==> src/xsd_pkg.sv <==
// Constants, types and shared decode helpers for the extended stack
// instruction decoder. Assumes a 12-bit data space and a 21-bit program counter.
//
// Notes on behaviour
// - Indexed-to-file source address is stack pointer plus 7-bit offset from word one.
// - Indexed-to-file destination is the 12-bit absolute field of word two.
// - Indexed-to-file uses words EBh/0 plus offset, then F plus address; two cycles.
// - Program counter low and return stack top bytes are never move destinations.
// - Source landing on an indirect register moves 00h.
// - Indexed-to-indexed destination on an indirect register writes nothing.
// - Indexed-to-indexed adds separate 7-bit offsets to stack pointer; two words, two cycles.
// - Move addresses cover the full 4096-byte data space.
// - Push literal writes immediate at stack pointer, then decrements it; one cycle.
// - Subtract 6-bit immediate from pointer selected 0 to 2; flags untouched; one cycle.
// - Select 11 subtracts from stack pointer, returns from stack top, then idles.
// - Extension on, access bit clear, operand up to 5Fh addresses stack pointer plus operand.
// - Extension off, operand is literal: access bank or bank select register bank.
// - One enable turns on both extended opcodes and indexed operand addressing.
// - Stack pointer 00h makes indexed operands reach original access locations.
// - Extension is off by default; enabled only by the configuration bit.
// - Call via working pushes next address, loads counter from working and latches.
// - Add counterpart adds immediate; select 11 adds to stack pointer and returns.
package xsd_pkg;

  // ==========================================================
  // Widths
  localparam int unsigned ADDR_W = 12;
  localparam int unsigned PC_W   = 21;

  // ==========================================================
  // Opcodes and field positions
  localparam logic [7:0]  OP_MOVE      = 8'hEB;
  localparam logic [7:0]  OP_ADD       = 8'hE8;
  localparam logic [7:0]  OP_SUB       = 8'hE9;
  localparam logic [7:0]  OP_PUSH      = 8'hFA;
  localparam logic [15:0] OP_CALL_VIA_WORKING     = 16'h0014;
  localparam logic [3:0]  WORD2_PFX    = 4'hF;
  localparam int unsigned MOVE_KIND    = 7;
  localparam int unsigned ACCESS_BIT   = 8;
  localparam logic [1:0]  SEL_STACK    = 2'b11;
  localparam int unsigned SP_IDX       = 2;

  // ==========================================================
  // Data map
  localparam logic [7:0]  ACCESS_SPLIT = 8'h5F;
  localparam logic [3:0]  ACCESS_HI    = 4'hF;
  localparam logic [11:0] PTR_RST      = 12'h000;
  localparam logic [11:0] IND_BASE0    = 12'hFDB;
  localparam logic [11:0] IND_BASE1    = 12'hFE3;
  localparam logic [11:0] IND_BASE2    = 12'hFEB;
  localparam logic [11:0] IND_SPAN     = 12'h005;
  localparam logic [11:0] PC_LOW_ADDR  = 12'hFF9;
  localparam logic [11:0] TOP_LOW_ADDR = 12'hFFD;

  typedef enum logic [1:0] {
    S_IDLE  = 2'b00,
    S_WORD2 = 2'b01,
    S_NOP   = 2'b10
  } xsd_state_t;

  typedef struct packed {
    logic              rd_en;
    logic [ADDR_W-1:0] rd_addr;
    logic              wr_en;
    logic [ADDR_W-1:0] wr_addr;
    logic [7:0]        wr_data;
  } xsd_mem_req_t;

  typedef struct packed {
    logic            pc_load;
    logic [PC_W-1:0] pc_value;
    logic            push;
    logic [PC_W-1:0] push_value;
  } xsd_flow_t;

  // Any of the indirect access windows
  function automatic logic xsd_is_indirect(input logic [ADDR_W-1:0] a);
    xsd_is_indirect = (a >= IND_BASE0 && a < 12'(IND_BASE0 + IND_SPAN)) ||
                      (a >= IND_BASE1 && a < 12'(IND_BASE1 + IND_SPAN)) ||
                      (a >= IND_BASE2 && a < 12'(IND_BASE2 + IND_SPAN));
  endfunction

  function automatic logic xsd_is_flow_reg(input logic [ADDR_W-1:0] a);
    xsd_is_flow_reg = (a == PC_LOW_ADDR) || (a >= TOP_LOW_ADDR);
  endfunction

endpackage

==> src/xsd_ext_decode.sv <==
// Decode and execute of the stack-oriented instruction extension.
// Assumes one clk per instruction cycle, data reads answered one clk later,
// and the core holds off new words while busy is high.
module xsd_ext_decode
  import xsd_pkg::*;
#(
  parameter int unsigned DATA_ADDR_W = 12
)(
  input  wire logic              clk,
  input  wire logic              rst,
  input  wire logic              extension_enable_bit,
  input  wire logic              instr_valid,
  input  wire logic [15:0]       instr,
  input  wire logic              std_op_valid,
  input  wire logic [7:0]        working_register,
  input  wire logic [7:0]        counter_high_latch,
  input  wire logic [7:0]        counter_upper_latch,
  input  wire logic [PC_W-1:0]   next_pc,
  input  wire logic [PC_W-1:0]   return_stack_top,
  input  wire logic [7:0]        mem_rd_data,
  input  wire logic [3:0]        bank_select_register,
  input  wire logic              ptr_load_en,
  input  wire logic [1:0]        ptr_load_sel,
  input  wire logic [ADDR_W-1:0] ptr_load_value,
  output xsd_mem_req_t           mem_req,
  output xsd_flow_t              flow,
  output logic [ADDR_W-1:0]      std_addr,
  output logic                   std_addr_valid,
  output logic                   ext_active,
  output logic                   ext_claimed,
  output logic                   busy,
  output logic [ADDR_W-1:0]      indirect_pointer0,
  output logic [ADDR_W-1:0]      indirect_pointer1,
  output logic [ADDR_W-1:0]      software_stack_pointer
);

  if (DATA_ADDR_W != ADDR_W) begin : g_bad_width
    $error("xsd_ext_decode: only a 12-bit data space is supported");
  end

  // ==========================================================
  // Configuration strap
  logic strap_done_reg, strap_done_next;
  logic ext_en_reg, ext_en_next;

  // Caught on the first edge after reset, never under the reset itself
  always_comb begin
    strap_done_next = 1'b1;
    ext_en_next     = strap_done_reg ? ext_en_reg : extension_enable_bit;
  end

  always_ff @(posedge clk or posedge rst) begin
    if (rst) begin
      strap_done_reg <= 1'b0;
      ext_en_reg     <= 1'b0;
    end else begin
      strap_done_reg <= strap_done_next;
      ext_en_reg     <= ext_en_next;
    end
  end

  // ==========================================================
  // Execute state
  xsd_state_t        state_reg, state_next;
  logic [ADDR_W-1:0] ptr_reg  [3];
  logic [ADDR_W-1:0] ptr_next [3];
  xsd_mem_req_t      req_reg, req_next;
  xsd_flow_t         flow_reg, flow_next;
  logic              claim_reg, claim_next;
  logic              kind_reg, kind_next;
  logic              src_ind_reg, src_ind_next;
  logic              rdp_reg, rdp_next;
  logic [7:0]        data_reg, data_next;
  logic              busy_reg;
  logic [ADDR_W-1:0] sp;
  logic              idle_go;

  assign sp      = ptr_reg[SP_IDX];
  assign idle_go = instr_valid && state_reg == S_IDLE && ext_en_reg;

  always_comb begin
    logic [ADDR_W-1:0] src;
    logic [ADDR_W-1:0] dst;
    logic [ADDR_W-1:0] k;
    logic [1:0]        sel;
    src          = 12'(sp + {5'h00, instr[6:0]});
    dst          = '0;
    k            = {6'h00, instr[5:0]};
    sel          = instr[7:6];
    state_next   = state_reg;
    req_next     = '0;
    flow_next    = '0;
    claim_next   = 1'b0;
    kind_next    = kind_reg;
    src_ind_next = src_ind_reg;
    rdp_next     = 1'b0;
    data_next    = rdp_reg ? mem_rd_data : data_reg;
    for (int i = 0; i < 3; i++) begin
      ptr_next[i] = ptr_reg[i];
    end
    // Core loads lose to an extended op that updates the same pointer
    if (ptr_load_en && ptr_load_sel != SEL_STACK) begin
      ptr_next[ptr_load_sel] = ptr_load_value;
    end
    case (state_reg)
      S_IDLE: begin
        if (idle_go && instr[15:8] == OP_MOVE) begin
          req_next.rd_en   = 1'b1;
          req_next.rd_addr = src;
          src_ind_next     = xsd_is_indirect(src);
          kind_next        = instr[MOVE_KIND];
          rdp_next         = 1'b1;
          claim_next       = 1'b1;
          state_next       = S_WORD2;
        end else if (idle_go && instr[15:8] == OP_PUSH) begin
          req_next.wr_en   = 1'b1;
          req_next.wr_addr = sp;
          req_next.wr_data = instr[7:0];
          ptr_next[SP_IDX] = 12'(sp - 12'h001);
          claim_next       = 1'b1;
        end else if (idle_go && (instr[15:8] == OP_ADD || instr[15:8] == OP_SUB)) begin
          claim_next = 1'b1;
          if (sel == SEL_STACK) begin
            ptr_next[SP_IDX] = (instr[8] == OP_ADD[0]) ? 12'(sp + k) : 12'(sp - k);
            flow_next.pc_load  = 1'b1;
            flow_next.pc_value = return_stack_top;
            state_next         = S_NOP;
          end else begin
            ptr_next[sel] = (instr[8] == OP_ADD[0]) ? 12'(ptr_reg[sel] + k)
                                                    : 12'(ptr_reg[sel] - k);
          end
        end else if (idle_go && instr == OP_CALL_VIA_WORKING) begin
          claim_next           = 1'b1;
          flow_next.push       = 1'b1;
          flow_next.push_value = next_pc;
          flow_next.pc_load    = 1'b1;
          flow_next.pc_value   = {counter_upper_latch[4:0], counter_high_latch,
                                  working_register};
          state_next           = S_NOP;
        end
      end
      S_WORD2: begin
        if (instr_valid) begin
          dst = kind_reg ? 12'(sp + {5'h00, instr[6:0]}) : instr[11:0];
          req_next.wr_addr = dst;
          req_next.wr_en   = !(kind_reg && xsd_is_indirect(dst)) &&
                             !xsd_is_flow_reg(dst);
          req_next.wr_data = src_ind_reg ? 8'h00 : data_next;
          state_next       = S_IDLE;
        end
      end
      S_NOP: begin
        state_next = S_IDLE;
      end
      default: begin
        state_next = S_IDLE;
      end
    endcase
  end

  always_ff @(posedge clk or posedge rst) begin
    if (rst) begin
      state_reg   <= S_IDLE;
      req_reg     <= '0;
      flow_reg    <= '0;
      claim_reg   <= 1'b0;
      kind_reg    <= 1'b0;
      src_ind_reg <= 1'b0;
      rdp_reg     <= 1'b0;
      data_reg    <= 8'h00;
      busy_reg    <= 1'b0;
    end else begin
      state_reg   <= state_next;
      req_reg     <= req_next;
      flow_reg    <= flow_next;
      claim_reg   <= claim_next;
      kind_reg    <= kind_next;
      src_ind_reg <= src_ind_next;
      rdp_reg     <= rdp_next;
      data_reg    <= data_next;
      busy_reg    <= state_next != S_IDLE;
    end
  end

  for (genvar g = 0; g < 3; g++) begin : g_ptr
    always_ff @(posedge clk or posedge rst) begin
      if (rst) begin
        ptr_reg[g] <= PTR_RST;
      end else begin
        ptr_reg[g] <= ptr_next[g];
      end
    end
  end

  // ==========================================================
  // Standard operand address
  logic [ADDR_W-1:0] std_addr_next;
  logic [ADDR_W-1:0] std_addr_reg;
  logic              std_valid_reg;

  xsd_operand_addr u_operand (
    .stack_ptr            (sp),
    .ext_en               (ext_en_reg),
    .file_operand         (instr[7:0]),
    .bank_mode            (instr[ACCESS_BIT]),
    .bank_select_register (bank_select_register),
    .data_addr            (std_addr_next)
  );

  always_ff @(posedge clk or posedge rst) begin
    if (rst) begin
      std_addr_reg  <= 12'h000;
      std_valid_reg <= 1'b0;
    end else begin
      std_addr_reg  <= std_addr_next;
      std_valid_reg <= std_op_valid;
    end
  end

  assign mem_req                = req_reg;
  assign flow                   = flow_reg;
  assign std_addr               = std_addr_reg;
  assign std_addr_valid         = std_valid_reg;
  assign ext_active             = ext_en_reg;
  assign ext_claimed            = claim_reg;
  assign busy                   = busy_reg;
  assign indirect_pointer0      = ptr_reg[0];
  assign indirect_pointer1      = ptr_reg[1];
  assign software_stack_pointer = ptr_reg[SP_IDX];

  logic [ADDR_W-1:0] chk_src;
  logic [ADDR_W-1:0] chk_idx_dst;
  logic [ADDR_W-1:0] chk_std;
  assign chk_src     = 12'(sp + {5'h00, instr[6:0]});
  assign chk_idx_dst = chk_src;
  assign chk_std     = 12'(sp + {4'h0, instr[7:0]});
endmodule

==> src/xsd_operand_addr.sv <==
// Resolves the file operand of standard byte and bit instructions.
// Purely combinational; the caller registers the result.
module xsd_operand_addr
  import xsd_pkg::*;
(
  input  wire logic [ADDR_W-1:0] stack_ptr,
  input  wire logic              ext_en,
  input  wire logic [7:0]        file_operand,
  input  wire logic              bank_mode,
  input  wire logic [3:0]        bank_select_register,
  output logic      [ADDR_W-1:0] data_addr
);

  always_comb begin
    if (bank_mode) begin
      data_addr = {bank_select_register, file_operand};
    end else if (file_operand <= ACCESS_SPLIT) begin
      // Same enable as the opcodes, so both modes switch together
      if (ext_en) begin
        data_addr = 12'(stack_ptr + {4'h0, file_operand});
      end else begin
        data_addr = {4'h0, file_operand};
      end
    end else begin
      data_addr = {ACCESS_HI, file_operand};
    end
  end

endmodule

==> config.mk <==
export PLATFORM = sky130hd
export DESIGN_NAME = xsd_ext_decode
export DESIGN_NICKNAME = d
export VERILOG_FILES = /design/src/xsd_pkg.sv /design/src/xsd_ext_decode.sv /design/src/xsd_operand_addr.sv
export SDC_FILE = /design/constraint.sdc
export NUM_CORES = 1
export LEC_CHECK = 0
export BUFFER_PORTS_ARGS = -buffer_cell sky130_fd_sc_hd__clkbuf_2
export CAP_MARGIN = 20
export CORE_UTILIZATION = 57
export DETAILED_ROUTE_END_ITERATION = 10
export GPL_ROUTABILITY_DRIVEN = 0
export PLACE_DENSITY = 0.88
export SLEW_MARGIN = 20
export SYNTH_ARGS = -nofsm -noshare
export SYNTH_HDL_FRONTEND = slang
export SYNTH_SLANG_ARGS = --single-unit
export TNS_END_PERCENT = 5
==> constraint.sdc <==
create_clock -name clk -period 5.7 [get_ports clk]
set_input_delay 0 -clock clk [delete_from_list [all_inputs] [get_ports clk]]
set_output_delay 0 -clock clk [all_outputs]
set_load 0.1 [all_outputs]
# After elaboration in Yosys (flattened, before gate mapping)
# Cells that the tools add are included.
[totals]
mem_bits_rw = 0
rom_bits = 0
mem_count = 0
latch_bits = 0
wordCells = 139
out_inout_bits = 130
regBits = 144
in_bits = 114
[classes]
n_mux = 52
n_lt_le_gt_ge = 18
reduce_logical = 28
n_shift = 0
bitwise = 2
n_addsub = 7
multipliers = 0
n_div = 0
eq_ne = 9
[ops]
columns = ["cell", "n"]
rows = [
  ["$mux 44", 4],
  ["$mux 12", 12],
  ["$mux 36", 4],
  ["$ge 12x12->1 const B", 7],
  ["$bwmux 36", 2],
  ["$lt 12x12->1 const B", 6],
  ["$mux 22", 3],
  ["$mux 21", 3],
  ["$demux 12 s2", 2],
  ["$mux 24", 2],
  ["$pmux 21 s2", 1],
  ["$eq 8x8->1 const B", 4],
  ["$mux 13", 2],
  ["$add 12x6->12", 2],
  ["$bmux 12 s2", 1],
  ["$sub 12x6->12", 2],
  ["$logic_and 1x1->1", 17],
  ["$eq 16x5->1 const B", 1],
  ["$mux 8", 2],
  ["$add 12x7->12", 1],
  ["$add 12x8->12", 1],
  ["$eq 12x12->1 const B", 1],
  ["$mux 2", 6],
  ["$sub 12x1->12 const B", 1],
  ["14 further kinds", 29],
]

# Logic depth before layout (Yosys ltp)
# Gate-level depths: netlist of the first run.
[depth]
word_depth = 13
depth_mapped = 15
depth_no_buf = 13

# By module
# From an unflattened synthesis of the first run, not the netlist that was laid out.
[unflattened]
hier_cells = 863
area_unflattened_um2 = 8353.0
[by_module_without_submodules]
columns = ["module", "cells_each", "n_inst", "seq_area_each_um2", "area_per_inst_um2"]
rows = [
  ["xsd_ext_decode", 778, 1, 3578.4, 7751.2],
  ["xsd_operand_addr", 85, 1, 0.0, 601.8],
]

# Least setup slack after synthesis of the first run
# Ideal clock, no wire load.
[synth_path]
kind = "flip-flop to flip-flop"
startpoint = "register ptr_reg, in the netlist software_stack_pointer[1]"
endpoint = "register ptr_reg, in the netlist software_stack_pointer[11]"
slack_ns = 2.391
arrival_time_ns = 3.227
path_stages_with_launch = 11
period_less_slack_ns = 3.309
required_ns = 5.618
setup_ns = 0.082
path_buffers = 0
cell_sequence = "dfrtp_1 -> mux2i_1 -> o21ai_0 -> ha_1 -> nor2b_1 -> o2111a_1 -> o311ai_0 -> a31oi_1 -> xnor2_1 -> o221ai_1 -> a31oi_1"
[synth_lines]
columns = ["element", "line_no", "rtl"]
rows = [
  ["start: declaration", "xsd_ext_decode.sv:65", "logic [ADDR_W-1:0] ptr_reg [3];"],
  ["start signal: indexed assignment", "xsd_ext_decode.sv:190", "ptr_reg[g] <= ptr_next[g];"],
]

==> results.json, run 1 <==
{
  "routed_wl_um": 26900,
  "grt_pass1_wl_um": 40800,
  "fin_crit_ns": 3.45,
  "syn_to_final_growth_pct": 34.7,
  "switchingPower_mw": 1.56,
  "worst_hold_slack_ns": 0.0206,
  "slowest_stage": "dlygate4sd3_1",
  "r2r-start": "software_stack_pointer[0]",
  "max-vdd-ir-drop_uv": 244,
  "cp-start-kind": "primary input",
  "yosysWarnings": 0,
  "antenna_found_initial": 0,
  "synth_cell_types": 74,
  "crit_type": "primary input to register",
  "grt_pass1_vias": 8071,
  "vias": 8186,
  "root_buffer": "clkbuf_16",
  "yosysSeqAreaShare_pct": 43.5,
  "clkPwrFrac_pct": 30.1,
  "final_common_cell": "clkbuf_2",
  "diodes": 0,
  "skew_ns": 0.00984,
  "tritoncts": "yes",
  "die_w_um": 122,
  "hold_class": "primary input to register",
  "rr_worst_depth": 13,
  "clock_latency_ns": 0.43,
  "synth_edf_count": 0,
  "period_share_pct": 60.6,
  "post_cts_resized": 0,
  "netlist_instances": 860,
  "core.rowCount": 43,
  "cts_setup_buffers": 0,
  "report.final.setup_viol": 0,
  "worstReg2RegEnd": "software_stack_pointer[10]",
  "finish.net_count": 1327,
  "dp_hpwl_um": 17400,
  "drive_above_1_share_pct": 27.2,
  "rsz0062_at_grt": "false",
  "ioPinCount": 244,
  "die_h_um": 122,
  "largest_reg_flops": 44,
  "clkTransAtPathRegs_ns": 0.06,
  "finalHoldViolCount": 0,
  "track_usage_pct": 36.4,
  "crit_path_end_kind": "register",
  "grt-ovfl-total": 0,
  "ant_nets": 0,
  "ys_async_sr_fraction_pct": 100,
  "io_buffers": 240,
  "crit_path_max_incr_delay_ns": 0.54,
  "rrSetupSlack_ns": 2.48,
  "ys_ff_latch": 143,
  "die-area_um2": 14900,
  "first_pass_iters": 7,
  "cts_buffers": 17,
  "synth_nets": 1010,
  "tns_ns": 0,
  "run_status": "completed",
  "cts.sinks": 143,
  "syn_area_per_cell_um2": 9.57,
  "start_util_pct": 58.8,
  "worstPathCellList": "dlygate4sd3_1 -> clkbuf_2 -> inv_1 -> ha_1 -> nor3b_1 -> nor2_1 -> xnor2_1 -> ha_1 -> a21boi_0 -> o311ai_0 -> a31oi_1 -> xnor2_1 -> o221ai_1 -> a31oi_1",
  "wl_per_cell_um": 19.6,
  "htreeDepth": 4,
  "power.density_nw_per_um2": 330,
  "ys.flop_type": "dfrtp_1",
  "slew_headroom_pct": 21.8,
  "core_area_um2": 14000,
  "p_leak_nw": 5.54,
  "first_iter_violations": 788,
  "worst_ep_required_time_ns": 6.05,
  "layout_common_cells": "clkbuf_2 (240), dfrtp_1 (143), dlygate4sd3_1 (95)",
  "pwr-share-seq_pct": 32.1,
  "grt_max_degree": 74,
  "switching_share_pct": 42.6,
  "max_freq_mhz": 290,
  "clk_path_buf_depth": 2,
  "internal_power_mw": 2.10,
  "cp.arrival_ns": 3.80,
  "max_cap_viol_count": 0,
  "drc_errors": 0,
  "fillCellCount": 937,
  "comb_power_share_pct": 37.8,
  "vias_per_cell": 5.98,
  "cp_max_fo": 7,
  "crit_end": "software_stack_pointer[11]",
  "syn_area_um2": 8230,
  "slew_viol_final": 0,
  "crit_start": "instr[1]",
  "postCtsHoldBufs": 95,
  "worstMarginPinSlew_ns": 1.17
}
## routing by layer
layer | global-route usage, % | vias up | part of all wire, %
li1 | - | 3717 | -
met1 | 45.0 | 3891 | 38
met2 | 60.2 | 473 | 49
met3 | 7.87 | 105 | 8.3
met4 | 18.1 | 0 | 4.5
met5 | 0 | - | 0
## cell usage after synthesis, drive strengths merged, types with 4 or more instances
master / instances / area share (%)
o211ai: 7 / 0.64
nand4: 5 / 0.38
or2: 8 / 0.61
mux2i: 39 / 4.7
o2111ai: 7 / 0.75
inv: 31 / 1.4
nand3: 19 / 1.2
and2: 24 / 1.8
and3: 4 / 0.30
nand3b: 5 / 0.46
nor3b: 5 / 0.46
a211oi: 6 / 0.55
nand2b: 10 / 0.76
xnor2: 29 / 3.1
clkbuf: 35 / 1.6
dfrtp: 143 / 43
xor2: 9 / 0.96
o21ai: 73 / 4.5
mux2: 27 / 3.7
nand2: 75 / 3.4
a22o: 26 / 2.8
ha: 33 / 5.0
a31oi: 7 / 0.53
o21a: 5 / 0.46
nor3: 21 / 1.3
nor4: 6 / 0.53
a21o: 6 / 0.55
or3: 8 / 0.61
buf: 10 / 0.56
a21oi: 38 / 2.3
nor2: 74 / 3.4
## cell type report
| type | count | area [um2] | share of cell area, % |
|---|---|---|---|
| clock inverter | 15 | 150 | 1.35 |
| inverter | 33 | 129 | 1.16 |
| tap | 180 | 225 | 2.03 |
| clock buffer | 17 | 425 | 3.84 |
| multi-input combinational | 639 | 4360 | 39.4 |
| sequential | 143 | 3580 | 32.3 |
| timing repair buffer | 343 | 2210 | 20.0 |
## metrics by stage
stage               total power, mW  instance area (um2)  setup WS (ns)  utilization, %  cells
floorplan                      2.20                 8230           1.86               -    860
CTS                            3.61                11100           2.28            79.2   1370
global route                   3.80                11100           1.99            79.2   1370
global placement               2.45                 9560           2.47            68.3   1243
detailed placement             2.48                 9560           2.39            68.3   1243
finish                         3.66                11100           2.25            79.2   1370
## cell families after synthesis
family | after synthesis | share of synthesized area, %
AND/OR/NAND/NOR | 278 | 16.8
multiplexers | 66 | 8.44
adder cells (fa/ha/maj) | 36 | 5.75
XOR/XNOR | 38 | 4.04
buffers and inverters | 78 | 3.68
AO/OA/AOI/OAI | 220 | 17.8
other | 1 | 0.0456
flip-flops | 143 | 43.5
## worst min path at each step
stage | from | to | cells after the start
after CTS | ptr_load_value[10] | indirect_pointer0[10] | 4
after detailed placement | std_op_valid | std_addr_valid | 1
after global routing | ptr_load_value[10] | indirect_pointer0[10] | 4
after floorplan | std_op_valid | std_addr_valid | 0
final | ptr_load_value[10] | indirect_pointer0[10] | 4
after global placement | rst | flow[8] | 2
## power by group through the flow
stage               clock [mW]  sequential [mW]  combinational, mW
global placement             0             1.18               1.27
detailed placement           0             1.19               1.30
floorplan                    0             1.58              0.614
CTS                       1.10             1.17               1.35
finish                    1.10             1.17               1.38
global route              1.15             1.18               1.47
## critical path: cells and delay by family
family	cells	cell delay, ns
AOI/OAI and AO/OA	5	1.32
xor gates and xnor gates	2	0.60
adders and majority gates	2	0.60
buffers and inverters	3	0.91
and+or+nand+nor	2	0.35
Power figures use the tool's default switching activity.
==> run 2, diff against run 1 <==
--- a/config.mk
+++ b/config.mk
@@ -5,12 +5,13 @@
 export SDC_FILE = /design/constraint.sdc
 export NUM_CORES = 1
 export LEC_CHECK = 0
+export ABC_AREA = 1
 export BUFFER_PORTS_ARGS = -buffer_cell sky130_fd_sc_hd__clkbuf_2
 export CAP_MARGIN = 20
-export CORE_UTILIZATION = 57
+export CORE_UTILIZATION = 53
 export DETAILED_ROUTE_END_ITERATION = 10
 export GPL_ROUTABILITY_DRIVEN = 0
-export PLACE_DENSITY = 0.88
+export PLACE_DENSITY = 0.82
 export SLEW_MARGIN = 20
 export SYNTH_ARGS = -nofsm -noshare
 export SYNTH_HDL_FRONTEND = slang
==> constraint.sdc (replaced) <==
create_clock -name clk -period 3.3 [get_ports clk]
set_input_delay 0 -clock clk [delete_from_list [all_inputs] [get_ports clk]]
set_output_delay 0 -clock clk [all_outputs]
set_load 0.1 [all_outputs]
==> run 2 against run 1 <==
Compared with the run above:
- final cell count grew 19%
- first-iteration DRC count grew 15%
- area after synthesis grew 1.7%
- utilization shrank 4.7 points
- via count grew 8.7%
- critical path depth grew 3
- sequential power grew 68%
- routed wire length grew 1.0%
- worst setup slack lost 2.0 ns
- highest routed layer unchanged
==> results.json, run 2 <==
{
  "layout_common_cells": "nand2_1 (257), clkbuf_2 (240), dfrtp_1 (143)",
  "max_freq_mhz": 323,
  "vias_per_cell": 5.44,
  "grt_max_degree": 64,
  "drive_above_1_share_pct": 23.3,
  "ys_async_sr_fraction_pct": 100,
  "final_common_cell": "nand2_1",
  "grt_pass1_vias": 8713,
  "io_buffers": 240,
  "crit_type": "primary input to register",
  "hold_class": "primary input to register",
  "fin_crit_ns": 3.09,
  "slew_headroom_pct": 40.9,
  "synth_cell_types": 53,
  "rsz0062_at_grt": "false",
  "synth_most_common_cell": "nand2_1",
  "cts.sinks": 143,
  "finish.net_count": 1560,
  "netlist_instances": 1068,
  "run_status": "completed",
  "worstMarginPinSlew_ns": 0.881,
  "yosysTopAreaCell": "dfrtp_1",
  "slowest_stage": "dlygate4sd3_1",
  "worst_hold_slack_ns": 0.00613,
  "ys_top_cells_by_area": "dfrtp_1 (43%), nand2_1 (12%), inv_1 (6.0%), o21ai_0 (5.4%), ha_1 (4.9%)",
  "path_delay_family": "compound AO/OA/AOI/OAI gates",
  "die_h_um": 128,
  "yosysSeqAreaShare_pct": 42.8,
  "netlist.area_leader.share_pct": 42.8,
  "grt_pass1_wl_um": 42900,
  "crit_path_end_kind": "register",
  "wl_per_cell_um": 16.6,
  "core.rowCount": 45,
  "first_iter_violations": 906,
  "core_area_um2": 15300,
  "clock_latency_ns": 0.42,
  "fillCellCount": 1151,
  "max-vdd-ir-drop_uv": 445,
  "ant_nets": 0,
  "cp_max_fo": 5,
  "largest_reg_flops": 44,
  "diodes": 0,
  "synth.top_cells.by_count": "nand2_1 (257), dfrtp_1 (143), inv_1 (133)",
  "yosysWarnings": 0,
  "root_buffer": "clkbuf_16",
  "antenna_found_initial": 0,
  "clkTransAtPathRegs_ns": 0.06,
  "p_leak_nw": 6.31,
  "htreeDepth": 4,
  "period_share_pct": 93.7,
  "slew_viol_final": 0,
  "syn_to_final_growth_pct": 36.4,
  "report.final.setup_viol": 0,
  "first_pass_iters": 9,
  "syn_area_per_cell_um2": 7.84,
  "synth_edf_count": 0,
  "ys_ff_latch": 143,
  "vias": 8897,
  "synth_nets": 1218,
  "power.density_nw_per_um2": 536,
  "dp_hpwl_um": 19200,
  "syn_area_um2": 8370,
  "start_util_pct": 54.6,
  "skew_ns": 0.00632,
  "ys.flop_type": "dfrtp_1",
  "tritoncts": "yes",
  "grt-ovfl-total": 0,
  "tns_ns": 0,
  "track_usage_pct": 34.3,
  "critPathBufInv": 4,
  "ioPinCount": 244,
  "die_w_um": 128,
  "clk_path_buf_depth": 2,
  "worst_ep_required_time_ns": 3.57,
  "crit_path_max_incr_delay_ns": 0.54,
  "max_cap_viol_count": 0,
  "cts_buffers": 17,
  "cp.arrival_ns": 3.36,
  "die-area_um2": 16300,
  "cp-start-kind": "primary input",
  "worstPathCellList": "dlygate4sd3_1 -> clkbuf_2 -> inv_1 -> ha_1 -> inv_1 -> nor2_1 -> o21ai_0 -> o21ai_0 -> ha_1 -> a21oi_1 -> o21ai_1 -> nand2_1 -> nand2_1 -> xor2_1 -> o221ai_1 -> nand2_1 -> o21ai_0",
  "drc_errors": 0,
  "cts_setup_buffers": 0,
  "finalHoldViolCount": 0,
  "routed_wl_um": 27200
}
## run 2: changes by cell type in the layout (fill, tap and decap cells not counted), sizes merged, moves of 8 or more
cell	previous run	this run
mux2	27	9
or3	8	0
and2	24	5
nor2	74	95
inv	38	149
xnor2	29	5
mux2i	39	0
nand2b	10	0
nand2	75	260
xor2	9	23
o21ai	73	109
nand4	5	13
nand3	19	57
## run 2: repair_timing
action / 4_1_cts / 5_1_grt
hold buffers: 98 / 0
gates resized for setup: 0 / 0
setup endpoints to repair: 0 / 0
hold endpoints to repair: 124 / 0
## run 2: path summary, 6_finish.rpt
check | startpoint | to | slack, ns | depth (start not counted)
worst max-delay path | instr[1] | software_stack_pointer[7] | 0.21 | 17
worst min-delay path | ptr_load_value[0] | indirect_pointer0[0] | 0.006 | 5
worst max register to register | software_stack_pointer[0] | software_stack_pointer[8] | 0.41 | 15
worst min register to register | data_reg[4] | data_reg[4] | 0.50 | 1
max in group asynchronous | rst | indirect_pointer1[2] | 2.16 | 4
min in group asynchronous | rst | flow[14] | 0.27 | 3
## run 2: metrics by stage
step | power, mW | setup slack (ns) | instance area, um2 | cells | utilization [%]
after floorplan | 3.53 | 0.315 | 8370 | 1068 | -
after CTS | 6.08 | 0.369 | 11400 | 1634 | 74.5
after global placement | 3.97 | 0.488 | 9820 | 1504 | 64.1
after global routing | 6.38 | 0.0446 | 11400 | 1634 | 74.5
after detailed placement | 4.00 | 0.406 | 9820 | 1504 | 64.1
final | 6.12 | 0.208 | 11400 | 1634 | 74.5
## run 2: where the power goes
group          total (mW)  leakage [nW]  switching (mW)  internal [mW]
sequential           1.96          1.89           0.117           1.85
clock                2.02         0.301           0.798           1.23
combinational        2.13          4.12            1.57          0.566
## run 2: layout make-up
cell class / count / area (um2) / area share (%)
clock buffers: 19 / 443 / 3.88
clock inverters: 13 / 175 / 1.53
inverters: 148 / 563 / 4.93
multi-input cells: 749 / 4100 / 35.9
flip-flops and latches: 143 / 3580 / 31.3
well taps: 211 / 264 / 2.31
repair buffers: 351 / 2290 / 20.1
## run 2: kinds of logic (layout without fill, tap and decap cells)
| logic type | Yosys count | in the layout | share of synthesized area [%] |
|---|---|---|---|
| simple gates | 455 | 455 | 23.4 |
| compound gates | 220 | 220 | 15.7 |
| buf+inv | 176 | 531 | 8.27 |
| flops | 143 | 143 | 42.8 |
| fa+ha+maj | 36 | 36 | 5.65 |
| xor+xnor | 28 | 28 | 2.93 |
| mux | 9 | 9 | 1.21 |
| other cells | 1 | 1 | 0.0448 |
## run 2: routing by layer
layer	GRT usage [%]	up-vias	wire length [um]
met2	57.4	483	13000
met1	42.7	4118	10500
met3	5.76	100	2460
li1	-	4196	-
met4	18.1	0	1170
met5	0	-	0
## run 2: worst min-delay path, stage by stage
cell and delay, ns:
clkbuf_2 0.08, inv_1 0.10, o21ai_0 0.09, nand2_1 0.06, o21ai_1 0.05
==> run 3, diff against run 2 <==
--- a/config.mk
+++ b/config.mk
@@ -5,13 +5,12 @@
 export SDC_FILE = /design/constraint.sdc
 export NUM_CORES = 1
 export LEC_CHECK = 0
-export ABC_AREA = 1
 export BUFFER_PORTS_ARGS = -buffer_cell sky130_fd_sc_hd__clkbuf_2
 export CAP_MARGIN = 20
 export CORE_UTILIZATION = 53
 export DETAILED_ROUTE_END_ITERATION = 10
 export GPL_ROUTABILITY_DRIVEN = 0
-export PLACE_DENSITY = 0.82
+export PLACE_DENSITY = 0.83
 export SLEW_MARGIN = 20
 export SYNTH_ARGS = -nofsm -noshare
 export SYNTH_HDL_FRONTEND = slang
==> run 3 against run 2 <==
Compared with the run above:
- hold slack better by 0.028 ns
- final cell count is 14% lower
- non-clock buffer count is 16 higher
- sequential share of layout area is 0.35 points higher
- critical endpoint is now mem_req[20]
- largest cell class unchanged
- highest routed layer unchanged
==> results.json, run 3 (same netlist as run 1, synthesis figures left out) <==
{
  "stdcell_count": 1403,
  "finish.net_count": 1351,
  "crit_start": "software_stack_pointer[0]",
  "report.final.setup_viol": 0,
  "io_buffers": 240,
  "ioPinCount": 244,
  "core.rowCount": 45,
  "vias_per_cell": 5.92,
  "grt_max_degree": 144,
  "max_cap_viol_count": 0,
  "max_freq_mhz": 328,
  "rsz0062_at_grt": "false",
  "crit_path_end_kind": "register",
  "grt_pass1_wl_um": 42200,
  "period_share_pct": 92.3,
  "layout_common_cells": "clkbuf_2 (240), dfrtp_1 (143), dlygate4sd3_1 (96)",
  "finalHoldViolCount": 0,
  "clkTransAtPathRegs_ns": 0.06,
  "die_h_um": 127,
  "tritoncts": "yes",
  "dpl_cell_area_um2": 9760,
  "first_iter_violations": 1045,
  "clock_latency_ns": 0.44,
  "worstPathCellList": "ha_1 -> inv_1 -> fa_1 -> nor2b_1 -> o21a_1 -> mux2_2 -> o21ai_0 -> mux2i_1 -> a22o_1 -> a32oi_1",
  "worstReg2RegEnd": "mem_req[20]",
  "r2r-start": "software_stack_pointer[0]",
  "grt-ovfl-total": 0,
  "first_pass_iters": 8,
  "design_area_um2": 11300,
  "die_w_um": 127,
  "power.density_nw_per_um2": 559,
  "hold_class": "primary input to register",
  "core_area_um2": 15200,
  "drive_above_1_share_pct": 28.7,
  "rrSetupSlack_ns": 0.25,
  "cp_max_fo": 5,
  "run_status": "completed",
  "slew_headroom_pct": 33.9,
  "slowest_stage": "fa_1",
  "fin_crit_ns": 3.05,
  "cp-start-kind": "register",
  "wl_per_cell_um": 19.3,
  "worst_hold_slack_ns": 0.0340,
  "drc_errors": 0,
  "dp_hpwl_um": 18300,
  "die-area_um2": 16000,
  "crit_type": "register to register",
  "final_common_cell": "clkbuf_2",
  "track_usage_pct": 34.4,
  "syn_to_final_growth_pct": 37.2,
  "max-vdd-ir-drop_uv": 411,
  "dp_cells": 1274,
  "cts_buffers": 17,
  "largest_reg_flops": 44,
  "skew_ns": 0.0114,
  "rr_worst_depth": 10,
  "antenna_found_initial": 1,
  "cts.sinks": 143,
  "worst_ep_required_time_ns": 3.65,
  "start_util_pct": 54.1,
  "crit_path_max_incr_delay_ns": 0.44,
  "slew_viol_final": 0,
  "p_leak_nw": 5.64,
  "crit_end": "mem_req[20]",
  "grt_pass1_vias": 7897,
  "root_buffer": "clkbuf_16",
  "htreeDepth": 4,
  "routed_wl_um": 27100,
  "ant_nets": 0,
  "cp.arrival_ns": 3.39,
  "vias": 8306,
  "worstMarginPinSlew_ns": 0.991,
  "clk_path_buf_depth": 2
}
==> run 3: cell count changes in the layout (fill, tap and decap cells not counted), sizes merged, moves of 19 or more <==
cell / before / now
and2: 5 / 24
inv: 149 / 33
mux2i: 0 / 39
nand2: 260 / 75
nand3: 57 / 19
nor2: 95 / 74
o21ai: 109 / 73
xnor2: 5 / 29
==> run 3: repair_timing <==
item | CTS | global route
hold endpoints to repair | 234 | 0
buffers inserted | 0 | 0
resized for setup | 0 | 5
hold buffers | 96 | 0
setup endpoints to repair | 0 | 7
==> run 3: stage by stage <==
stage,util [%],TNS [ns],worst slack (ns),power [mW]
6_report,74.3,0,0.253,6.31
5_1_grt,74.3,0,0.0332,6.57
4_1_cts,74.1,0,0.132,6.24
3_5_place_dp,64.2,0,0.339,4.35
3_3_place_gp,64.2,0,0.395,4.31
2_1_floorplan,-,-0.00933,-0.00933,3.80
==> run 3: worst min path at each step <==
stage / start / to / cells after the start
after detailed placement: std_op_valid / std_addr_valid / 1
after floorplan: std_op_valid / std_addr_valid / 0
final: ptr_load_value[8] / indirect_pointer0[8] / 4
after global routing: ptr_load_value[8] / software_stack_pointer[8] / 4
after CTS: ptr_load_value[8] / indirect_pointer0[8] / 4
after global placement: std_op_valid / std_addr_valid / 1
==> run 3: layer usage <==
layer	part of all wire (%)	global-route usage (%)	wire [um]
met5	0	0	0
met4	3.5	13.0	947
met3	9.1	7.42	2470
met2	48	56.6	13100
met1	39	44.6	10600
==> run 3: cell type report <==
type | count | area (um2)
tap | 188 | 235
clock inverter | 12 | 113
antenna | 1 | 2.50
multi-input combinational | 639 | 4390
timing repair buffer | 367 | 2410
clock buffer | 20 | 437
sequential | 143 | 3580
inverter | 33 | 128
fill | 1100 | 3910
==> run 3: critical path: cells and delay by family (launching register included) <==
family	cells	cell delay [ns]
compound gates	4	0.97
buf+inv	1	0.07
mux	2	0.47
simple gates	1	0.33
flops	1	0.43
fa+ha+maj	2	0.69
==> run 3: power breakdown <==
group	switching, mW	total [mW]	internal, mW
combinational	1.74	2.50	0.754
sequential	0.125	1.98	1.86
clock	0.789	1.83	1.04
total	2.66	6.31	3.65
